`src/logic/dio_port_defines.vh`:
```
// Constants of the onboard digital I/O port: offsets, fields, resets, timings.
// Assumes a 50 MHz clock and a 32-bit classic Wishbone register bus.
`ifndef DIO_PORT_DEFINES_VH
`define DIO_PORT_DEFINES_VH

// Register indices; the byte address is four times the index
`define IDX_IMAGE_LOW      8'h88
`define IDX_IMAGE_HIGH     8'h89
`define IDX_RISE_EN        8'h90
`define IDX_FALL_EN        8'h91
`define IDX_DELAY_SEL      8'h92
`define IDX_IRQ_STATUS     8'h93
`define IDX_IRQ_MASK       8'h94
`define IDX_EDGE_PEND      8'h95
`define IDX_FUNC_SEL       8'h96
`define IDX_LAMP_STATUS    8'h97

// Status and mask bits
`define IRQ_BIT_HW         0
`define IRQ_BIT_DIAG       1

// Delay selection codes
`define DLY_0P1            2'h0
`define DLY_0P5            2'h1
`define DLY_3              2'h2
`define DLY_15             2'h3

// Delay times in microseconds and clock rate in MHz
`define CLK_MHZ            50
`define T_0P1_US           100
`define T_0P5_US           500
`define T_3_US             3000
`define T_15_US            15000
`define CYC_0P1            (`T_0P1_US * `CLK_MHZ)
`define CYC_0P5            (`T_0P5_US * `CLK_MHZ)
`define CYC_3              (`T_3_US * `CLK_MHZ)
`define CYC_15             (`T_15_US * `CLK_MHZ)

// Inputs wired to counter, frequency, gate and latch functions
`define FAST_MASK          16'h8EDB

// Reset values
`define RST_OUT            8'h00
`define RST_EN             16'h0000
`define RST_DELAY          8'hAA
`define RST_MASK           2'h0

`endif

```
`src/logic/dio_port.v`:
```
// Onboard 16-input / 12-output digital I/O port with filter, edge interrupts and lamps.
// Assumes synchronous field inputs and a classic Wishbone master on the register side.
`timescale 1ns/1ps
`include "dio_port_defines.vh"

module dio_port #(
    parameter integer N_IN      = 16,
    parameter integer CNT_W     = 20,
    parameter integer CYC_0P1_P = `CYC_0P1,
    parameter integer CYC_0P5_P = `CYC_0P5,
    parameter integer CYC_3_P   = `CYC_3,
    parameter integer CYC_15_P  = `CYC_15
) (
    input  wire        clk_i,
    input  wire        rst_i,
    input  wire        cyc_i,
    input  wire        stb_i,
    input  wire        we_i,
    input  wire [9:0]  adr_i,
    input  wire [3:0]  sel_i,
    input  wire [31:0] dat_i,
    output reg  [31:0] dat_o,
    output reg         ack_o,
    output reg         err_o,
    input  wire [15:0] field_input_i,
    input  wire [11:0] out_fault_i,
    input  wire        electronics_supply_i,
    input  wire        input_power_supply_i,
    input  wire        output_power_supply_i,
    input  wire [3:0]  counter_out_i,
    input  wire [1:0]  pwm_out_i,
    output reg  [11:0] field_output_o,
    output reg  [15:0] input_lamp_o,
    output reg         fault_lamp_o,
    output reg         electronics_lamp_o,
    output reg         input_power_lamp_o,
    output reg         output_power_lamp_o,
    output wire        irq_o,
    output reg         diag_irq_o,
    output reg  [15:0] edge_event_o
);

    ////////////////////////////////////////////////////////////////////////////
    // Register storage

    reg  [7:0]  out_low_r;
    reg  [3:0]  out_high_r;
    reg  [15:0] rise_en_r;
    reg  [15:0] fall_en_r;
    reg  [7:0]  delay_sel_r;
    reg  [1:0]  irq_status_r;
    reg  [1:0]  irq_mask_r;
    reg  [15:0] pend_r;
    reg  [5:0]  func_sel_r;
    wire [15:0] filt_r;
    reg  [15:0] filt_d_r;

    wire        bus_req;
    wire        wr_req;
    wire [7:0]  reg_idx;
    wire [15:0] fast_mask;
    wire [15:0] edge_hit;
    wire [15:0] lost_hit;
    wire [15:0] pend_clr;
    wire [1:0]  status_clr;
    reg         hit_known;
    reg  [31:0] rd_nxt;

    assign bus_req   = cyc_i & stb_i & ~ack_o & ~err_o;
    assign wr_req    = bus_req & we_i & sel_i[0];
    assign reg_idx   = adr_i[9:2];
    assign fast_mask = `FAST_MASK;

    ////////////////////////////////////////////////////////////////////////////
    // Input delay filter, one counter per input

    genvar g;
    generate
        for (g = 0; g < N_IN; g = g + 1) begin : flt
            reg  [CNT_W-1:0] cnt_r;
            reg  [1:0]       code;
            reg  [CNT_W-1:0] limit;
            reg              bit_r;
            assign filt_r[g] = bit_r;
            always @* begin
                code = delay_sel_r[2*(g/4) +: 2];
                if (code == `DLY_0P1 && !fast_mask[g]) begin
                    code = `DLY_0P5;
                end
                case (code)
                    `DLY_0P1: limit = CYC_0P1_P[CNT_W-1:0];
                    `DLY_0P5: limit = CYC_0P5_P[CNT_W-1:0];
                    `DLY_3:   limit = CYC_3_P[CNT_W-1:0];
                    default:  limit = CYC_15_P[CNT_W-1:0];
                endcase
            end
            always @(posedge clk_i) begin
                if (rst_i) begin
                    cnt_r <= {CNT_W{1'b0}};
                    bit_r <= 1'b0;
                end else if (field_input_i[g] == bit_r) begin
                    cnt_r <= {CNT_W{1'b0}};
                end else if (cnt_r >= limit - 1'b1) begin
                    cnt_r <= {CNT_W{1'b0}};
                    bit_r <= field_input_i[g];
                end else begin
                    cnt_r <= cnt_r + 1'b1;
                end
            end
        end
    endgenerate

    ////////////////////////////////////////////////////////////////////////////
    // Edge detection and interrupt pending

    assign edge_hit = (rise_en_r & filt_r & ~filt_d_r)
                    | (fall_en_r & ~filt_r & filt_d_r);
    assign lost_hit = edge_hit & pend_r;
    assign pend_clr = (wr_req && reg_idx == `IDX_EDGE_PEND) ? dat_i[15:0] : 16'h0000;
    assign status_clr = (wr_req && reg_idx == `IDX_IRQ_STATUS) ? dat_i[1:0] : 2'h0;

    always @(posedge clk_i) begin
        if (rst_i) begin
            filt_d_r     <= 16'h0000;
            pend_r       <= 16'h0000;
            irq_status_r <= 2'h0;
            edge_event_o <= 16'h0000;
            diag_irq_o   <= 1'b0;
        end else begin
            filt_d_r     <= filt_r;
            pend_r       <= (pend_r & ~pend_clr) | edge_hit;
            edge_event_o <= edge_hit;
            diag_irq_o   <= |lost_hit;
            irq_status_r[`IRQ_BIT_HW]   <= (irq_status_r[`IRQ_BIT_HW] & ~status_clr[`IRQ_BIT_HW])
                                         | (|edge_hit);
            irq_status_r[`IRQ_BIT_DIAG] <= (irq_status_r[`IRQ_BIT_DIAG] & ~status_clr[`IRQ_BIT_DIAG])
                                         | (|lost_hit);
        end
    end

    assign irq_o = |(irq_status_r & irq_mask_r);

    ////////////////////////////////////////////////////////////////////////////
    // Register writes

    always @(posedge clk_i) begin
        if (rst_i) begin
            out_low_r   <= `RST_OUT;
            out_high_r  <= 4'h0;
            rise_en_r   <= `RST_EN;
            fall_en_r   <= `RST_EN;
            delay_sel_r <= `RST_DELAY;
            irq_mask_r  <= `RST_MASK;
            func_sel_r  <= 6'h00;
        end else if (wr_req) begin
            case (reg_idx)
                `IDX_IMAGE_LOW:  out_low_r   <= dat_i[7:0];
                `IDX_IMAGE_HIGH: out_high_r  <= dat_i[3:0];
                `IDX_RISE_EN:    rise_en_r   <= dat_i[15:0];
                `IDX_FALL_EN:    fall_en_r   <= dat_i[15:0];
                `IDX_DELAY_SEL:  delay_sel_r <= dat_i[7:0];
                `IDX_IRQ_MASK:   irq_mask_r  <= dat_i[1:0];
                `IDX_FUNC_SEL:   func_sel_r  <= dat_i[5:0];
                default:         func_sel_r  <= func_sel_r;
            endcase
        end
    end

    ////////////////////////////////////////////////////////////////////////////
    // Register reads and bus answer

    always @* begin
        hit_known = 1'b1;
        rd_nxt    = 32'h0000_0000;
        case (reg_idx)
            `IDX_IMAGE_LOW:   rd_nxt[7:0]  = filt_r[7:0];
            `IDX_IMAGE_HIGH:  rd_nxt[7:0]  = filt_r[15:8];
            `IDX_RISE_EN:     rd_nxt[15:0] = rise_en_r;
            `IDX_FALL_EN:     rd_nxt[15:0] = fall_en_r;
            `IDX_DELAY_SEL:   rd_nxt[7:0]  = delay_sel_r;
            `IDX_IRQ_STATUS:  rd_nxt[1:0]  = irq_status_r;
            `IDX_IRQ_MASK:    rd_nxt[1:0]  = irq_mask_r;
            `IDX_EDGE_PEND:   rd_nxt[15:0] = pend_r;
            `IDX_FUNC_SEL:    rd_nxt[5:0]  = func_sel_r;
            `IDX_LAMP_STATUS: rd_nxt[15:0] = {out_high_r, out_low_r, fault_lamp_o, electronics_lamp_o,
                                              input_power_lamp_o, output_power_lamp_o};
            default:          hit_known    = 1'b0;
        endcase
    end

    always @(posedge clk_i) begin
        if (rst_i) begin
            ack_o <= 1'b0;
            err_o <= 1'b0;
            dat_o <= 32'h0000_0000;
        end else begin
            ack_o <= bus_req & hit_known;
            err_o <= bus_req & ~hit_known;
            dat_o <= (bus_req & ~we_i & hit_known) ? rd_nxt : 32'h0000_0000;
        end
    end

    ////////////////////////////////////////////////////////////////////////////
    // Outputs, shared functions and lamps

    always @(posedge clk_i) begin
        if (rst_i) begin
            field_output_o      <= 12'h000;
            input_lamp_o        <= 16'h0000;
            fault_lamp_o        <= 1'b0;
            electronics_lamp_o  <= 1'b0;
            input_power_lamp_o  <= 1'b0;
            output_power_lamp_o <= 1'b0;
        end else begin
            field_output_o[11:4] <= {out_high_r, out_low_r[7:4]};
            field_output_o[3:2]  <= {func_sel_r[3] ? counter_out_i[3] : out_low_r[3],
                                     func_sel_r[2] ? counter_out_i[2] : out_low_r[2]};
            field_output_o[1]    <= func_sel_r[5] ? pwm_out_i[1] :
                                    (func_sel_r[1] ? counter_out_i[1] : out_low_r[1]);
            field_output_o[0]    <= func_sel_r[4] ? pwm_out_i[0] :
                                    (func_sel_r[0] ? counter_out_i[0] : out_low_r[0]);
            input_lamp_o         <= filt_r;
            fault_lamp_o         <= |out_fault_i;
            electronics_lamp_o   <= electronics_supply_i;
            input_power_lamp_o   <= input_power_supply_i;
            output_power_lamp_o  <= output_power_supply_i;
        end
    end

endmodule

```
`config.mk`:
```
export PLATFORM = sky130hd
export DESIGN_NAME = dio_port
export DESIGN_NICKNAME = d
export VERILOG_FILES = /design/src/logic/dio_port.v
export VERILOG_INCLUDE_DIRS = /design/src /design/src/logic
export SDC_FILE = /design/constraint.sdc
export NUM_CORES = 1
export LEC_CHECK = 0
export ABC_AREA = 1
export BUFFER_PORTS_ARGS = -buffer_cell sky130_fd_sc_hd__buf_2
export CORE_UTILIZATION = 35
export CTS_BUF_LIST = sky130_fd_sc_hd__clkbuf_8 sky130_fd_sc_hd__clkbuf_16
export DETAILED_ROUTE_END_ITERATION = 10
export PLACE_DENSITY = 0.5
export SETUP_SLACK_MARGIN = 0.2
export SLEW_MARGIN = 10
export SYNTH_ARGS = -nofsm -noshare
export SYNTH_HDL_FRONTEND = slang
export SYNTH_SLANG_ARGS = --single-unit
```
`constraint.sdc`:
```
create_clock -name clk_i -period 2.7 [get_ports clk_i]
set_input_delay 0.54 -clock clk_i [delete_from_list [all_inputs] [get_ports clk_i]]
set_output_delay 0.54 -clock clk_i [all_outputs]
set_load 0.02 [all_outputs]
```
## Yosys cells after proc, flatten, opt, wreduce, memory -nomap -nowiden

Index checks and enable logic that the tools add are counted.

- Flip-flop bits (word level): 497
- Bits in latches: 0
- Bits in writable memories: 0
- Bits in read-only memories: 0
- Logic and storage cells: 263
- Memories kept: 0

- $add $sub $neg: 24
- $mul: 0
- Divide/modulo/power cells: 0
- $lt $le $gt $ge: 16
- Equal/unequal tests: 42
- Shift operators: 0
- Mux-type cells: 25
- Bitwise logic cells: 48
- Reduce and logical (&&, ||, !) cells: 55

Operators with widths:

| operator | count |
|---|---|
| one-hot mux 20 bit (3 select lines) | 8 |
| adder 20 x 1 -> 20 bit (second input constant) | 16 |
| >= comparator 20 bit | 16 |
| subtractor 20 x 1 -> 20 bit (second input constant) | 8 |
| AND 16 bit | 6 |
| == test 8 bit (second input constant) | 10 |
| NOT 16 bit | 3 |
| OR reduction 3 bit | 16 |
| AND reduction 2 bit | 23 |
| bitwise OR 16 bit | 2 |
| one-hot mux 4 bit (8 select lines) | 1 |
| one-hot mux 8 bit (4 select lines) | 1 |
| OR reduction 16 bit | 2 |
| NOT 1 bit | 23 |
| one-hot mux 2 bit (10 select lines) | 1 |
| == test 1 bit | 16 |
| == test 2 x 1 -> 1 bit (second input constant) | 8 |
| == test 2 bit (second input constant) | 8 |
| logical NOT 2 bit | 8 |
| two-way mux 16 bit | 1 |
| one-hot mux 2 bit (7 select lines) | 1 |
| OR reduction 12 bit | 1 |
| AND 1 bit | 11 |
| two-way mux 2 bit | 5 |
| 6 further kinds | 15 |

## Longest topological paths before layout

- Depth in word-level cells: 10
- Depth in mapped cells: 19

## Least setup slack after synthesis

OpenSTA, ideal clock, no wires.

- Kind: register to register
- Start point: reg delay_sel_r[2]
- End point: reg flt[7].cnt_r[10]
- Library setup time: 0.064 ns
- Arrival: 2.367 ns
- Required time: 2.636 ns
- Slack: 0.269 ns
- Cell stages (with the launch flop): 14
- Path buffers: 1
- Period minus slack after synthesis: 2.431 ns
- Cell sequence: dfxtp_1 inv_1 ha_1 o21ai_0 xor2_1 ha_1 nand4_1 nor2_1 nand3_1 nand2_1 nor2_1 nand2_2 buf_2 nor2_1

- Longest elaborated chain between the ends: 5

Ends and longest elaborated chain:

| what | line | source |
|---|---|---|
| start: declaration | dio_port.v:50 | `reg [7:0] delay_sel_r;` |
| start signal: assignment | dio_port.v:152 | `` delay_sel_r <= `RST_DELAY; `` |
| start signal: assignment | dio_port.v:161 | `` `IDX_DELAY_SEL: delay_sel_r <= dat_i[7:0]; `` |
| == test 2 bit (tied with other cells) | dio_port.v:90 | `case (code)` |
| one-hot mux 20 bit (3 select lines) (*) | dio_port.v:90 |  |
| subtractor 20 x 1 -> 20 bit (*) | dio_port.v:103 | `end else if (cnt_r >= limit - 1'b1) begin` |
| >= comparator 20 bit (*) | dio_port.v:103 |  |
| OR reduction 3 bit (no source line) (*) | n/a |  |
| end signal: assignment | dio_port.v:102 | `cnt_r <= {CNT_W{1'b0}};` |
| end signal: assignment | dio_port.v:104 | `cnt_r <= {CNT_W{1'b0}};` |
| end signal: assignment | dio_port.v:107 | `cnt_r <= cnt_r + 1'b1;` |
| end: declaration | dio_port.v:80 | `reg [CNT_W-1:0] cnt_r;` |

Every way passes the cells marked *; elsewhere a longest branch is shown, timed or not.
A chain may end at the register's enable or synchronous reset.

## Final worst setup path

- Start point: reg delay_sel_r[2]
- End point: reg flt[4].cnt_r[18]

- Longest elaborated chain between the ends: 5

Ends and longest elaborated chain:

| what | line |
|---|---|
| == test 2 bit (tied with other cells) | dio_port.v:90 |
| one-hot mux 20 bit (3 select lines) (*) | dio_port.v:90 |
| subtractor 20 x 1 -> 20 bit (*) | dio_port.v:103 |
| >= comparator 20 bit (*) | dio_port.v:103 |
| OR reduction 3 bit (no source line) (*) | n/a |
| end signal: assignment | dio_port.v:102 |
| end signal: assignment | dio_port.v:104 |
| end signal: assignment | dio_port.v:107 |
| end: declaration | dio_port.v:80 |

Marks and branches as above.

==> out/metrics.cfg <==
[sta]
max_clock_freq_ghz = 0.423
hold_viol = 0
rsz0062_at_grt = yes
finalWorstPathRequiredPeriod_ps = 2360
report.final.setup_viol = 0
final.setup.tns_ps = 0
finClkSkew_ps = 20.8
report.final.slew_viol_count = 0
layout_worst_path_cycle_share_pct = 87.5

[synthesis]
fraction_of_registers_with_async_set_reset_pct = 0
syn_inst = 3793
synth_edf_count = 0
post_synth.cell_area_avg_sq_um = 7.16
synth-seq-area-share_pct = 35.4
ys_types = 47
yosysWarnings = 0
ys_ff_latch = 481
syn_area_sq_um = 27200
synth-main-ff-cell = sky130_fd_sc_hd__dfxtp_1

[place]
place_congestion = 0.872
input_output_buffers = 134
hpwlAfterDp_microns = 57800

[global_routing]
grt_util_all_layers_pct = 19.2
pin_count_of_the_biggest_net_entering_global_routing = 66
first_global_vias = 22200
grt_first_pass_wirelength_microns = 120000
overflow_left_after_global_routing = 0
antenna_violations_before_repair = 7

[job]
timing.max_cap.violations = 0

[power]
leakage_nw = 13.6
power_density_nw_per_um2 = 482
vdd_ir_drop_max_mv = 0.523

[worst_setup_path]
criticalPathCategory = register to register
critical_path_required_ps = 3210
cp_data_arrival_time_ps = 2870
rr_startpoint = delay_sel_r[2]
setup.worst_path.end_class = register
r2r-end = flt[4].cnt_r[18]
timing.critical_path.from_type = register
crit_end = flt[4].cnt_r[18]
timing.reg2reg.setup_slack_ps = 340
critPathLaunch = delay_sel_r[2]
number_of_cells_traversed_by_the_worst_register_to_register_path = 16
top_fanout_value_on_the_critical_path = 5

[floorplan]
die_h_microns = 281
core.rowCount = 101
die_w_microns = 281
starting_utilization_of_the_core_area_pct = 35.6
num_io_pins = 172
placeableCoreArea_sq_um = 76300
design.die.area_sq_um = 78700

[routing]
drc = 0
dr.pass1.iters = 5
finalWirelength_microns = 76000
route.detailed.vias_per_inst = 4.65
route.vias.total = 23700
drt_iter0_drc = 1402
ant_nets = 0
wire_per_inst_microns = 14.9

[min_path]
timing.hold.worst.start = input_power_supply_i
worst_hold_path_type = input pin to register

[cells_and_area]
share_of_post_route_cells_with_drive_strength_above_1_pct = 11.0
nets = 4344
count_of_fill_cells_added_during_filler_insertion = 8079
syn_to_final_growth_pct = 17.4
most_common_library_cell_in_the_layout_ignoring_fill_and_taps = sky130_fd_sc_hd__nor2_1
area_occupied_by_multi_input_gates_sq_um = 15500
regArea_sq_um = 9640
layout.cells.most_common_list = 714 x sky130_fd_sc_hd__nor2_1, 617 x sky130_fd_sc_hd__nand2_1, 510 x sky130_fd_sc_hd__inv_1
fin_util_pct = 41.8

[clocking]
cts.clk_slew.worst_paths_ps = 60
cts_max_level = 2
cts_hold_buffers = 0
cts-buffers-inserted = 58
tritoncts = done
insertion_delay_ps = 630
clock_sink_count = 481
ctsRootBufferMaster = sky130_fd_sc_hd__clkbuf_16
cts-root-to-sink-buffers = 3

[outcome]
status = finished clean

-- through the flow --
step                setup slack (ps)  std cells  power, mW  hold slack (ps)  cell area, sq um
global placement                 103       4985       7.77              428             29500
global route                     174       5103       16.0              101             31900
finish                           338       5105       15.4              114             31900
CTS                              202       5088       15.6             73.8             31500
floorplan                        269       3824       7.56              418             27300
detailed placement              61.4       4985       7.77              436             29500
-- power by group --
part / switching, mW / internal [mW] / leakage (nW) / total (mW)
Sequential: 0.0242 / 7.12 / 3.88 / 7.15
Clock: 3.18 / 4.55 / 0.972 / 7.73
Combinational: 0.327 / 0.159 / 8.72 / 0.487
Total: 3.53 / 11.8 / 13.6 / 15.4
-- critical path, stage by stage, from the launching register on --
cell and delay, ps:
sky130_fd_sc_hd__dfxtp_2 330, sky130_fd_sc_hd__buf_4 140, sky130_fd_sc_hd__ha_4 170, sky130_fd_sc_hd__inv_1 80, sky130_fd_sc_hd__o21ai_2 70, sky130_fd_sc_hd__xor2_1 160
sky130_fd_sc_hd__buf_4 150, sky130_fd_sc_hd__ha_1 260, sky130_fd_sc_hd__nand2_1 40, sky130_fd_sc_hd__nor2_1 80, sky130_fd_sc_hd__nand3_1 100, sky130_fd_sc_hd__nor2_1 130
sky130_fd_sc_hd__nor2_2 60, sky130_fd_sc_hd__nand4_1 90, sky130_fd_sc_hd__buf_4 150, sky130_fd_sc_hd__clkbuf_4 190, sky130_fd_sc_hd__nor2_1 50
-- Yosys cell counts, drive strengths merged, types with 6 or more instances --
master	count	area (sq um)
o22ai	9	56.3
o21a	11	82.6
dfxtp	481	9630
ha	227	2840
nor2	754	2920
o211ai	7	52.6
a21o	10	75.1
o21ai	132	687
clkbuf	35	131
xnor2	77	674
nand3b	28	210
a21boi	6	45.0
nor3	84	480
nand3	274	1400
a31o	9	78.8
inv	519	1950
nand2	631	2410
a21oi	124	621
xor2	188	1650
buf	44	272
nand4	128	801
-- how the worst min path moves through the flow --
stage	to	slack, ps	depth (start not counted)
finish	input_power_lamp_o	110	3
global placement	flt[9].cnt_r[0]	430	1
floorplan	flt[10].cnt_r[0]	420	1
detailed placement	flt[2].cnt_r[0]	440	1
CTS	input_power_lamp_o	70	3
global route	input_power_lamp_o	100	3
-- layout make-up --
| type | instances | area share (%) |
|---|---|---|
| Antenna cell | 3 | 0.0235 |
| Clock buffer | 72 | 5.15 |
| Clock inverter | 31 | 0.780 |
| Inverter | 520 | 6.17 |
| Multi-Input combinational cell | 2744 | 48.7 |
| Sequential cell | 481 | 30.2 |
| Tap cell | 1030 | 4.04 |
| Timing Repair Buffer | 224 | 4.92 |
-- cells by family (layout without fill, tap and decap cells) --
| logic type | count (synthesis) | count (layout) | synth area share, % |
|---|---|---|---|
| AO/OA/AOI/OAI | 314 | 314 | 6.42 |
| XOR/XNOR | 265 | 265 | 8.54 |
| adder cells (fa/ha/maj) | 227 | 227 | 10.5 |
| buffers and inverters | 599 | 847 | 8.67 |
| flip-flops | 481 | 481 | 35.4 |
| other | 1 | 35 | 0.0138 |
| AND/OR/NAND/NOR | 1906 | 1906 | 30.4 |
-- repair_timing --
item                                   4_1_cts  5_1_grt
setup endpoints to repair                  232      322
pin swaps                                    0       14
endpoints found under the hold margin        0        0
gates resized for setup                     19       90
gates cloned                                 0        6
setup buffers                                0        8
-- registers in the layout, indices dropped and copies added, names as in the netlist, 2 cells and up --
name            count
irq_status_r        2
rise_en_r          16
out_low_r           8
out_high_r          4
irq_mask_r          2
dat_o              16
field_output_o     12
flt.cnt_r         320
fall_en_r          16
delay_sel_r         8
edge_event_o       16
flt.bit_r          16
func_sel_r          6
input_lamp_o       16
pend_r             16
-- routing by layer --
layer,share of wire [%],routed length [microns],global-route usage (%),up-vias
met5,0.071,54,0,-
met4,1.9,1460,4.81,8
met3,4.7,3580,3.03,94
met2,44,33000,30.4,399
met1,50,37800,26.9,10700
li1,-,-,-,12600
Power figures use the tool's default switching activity.
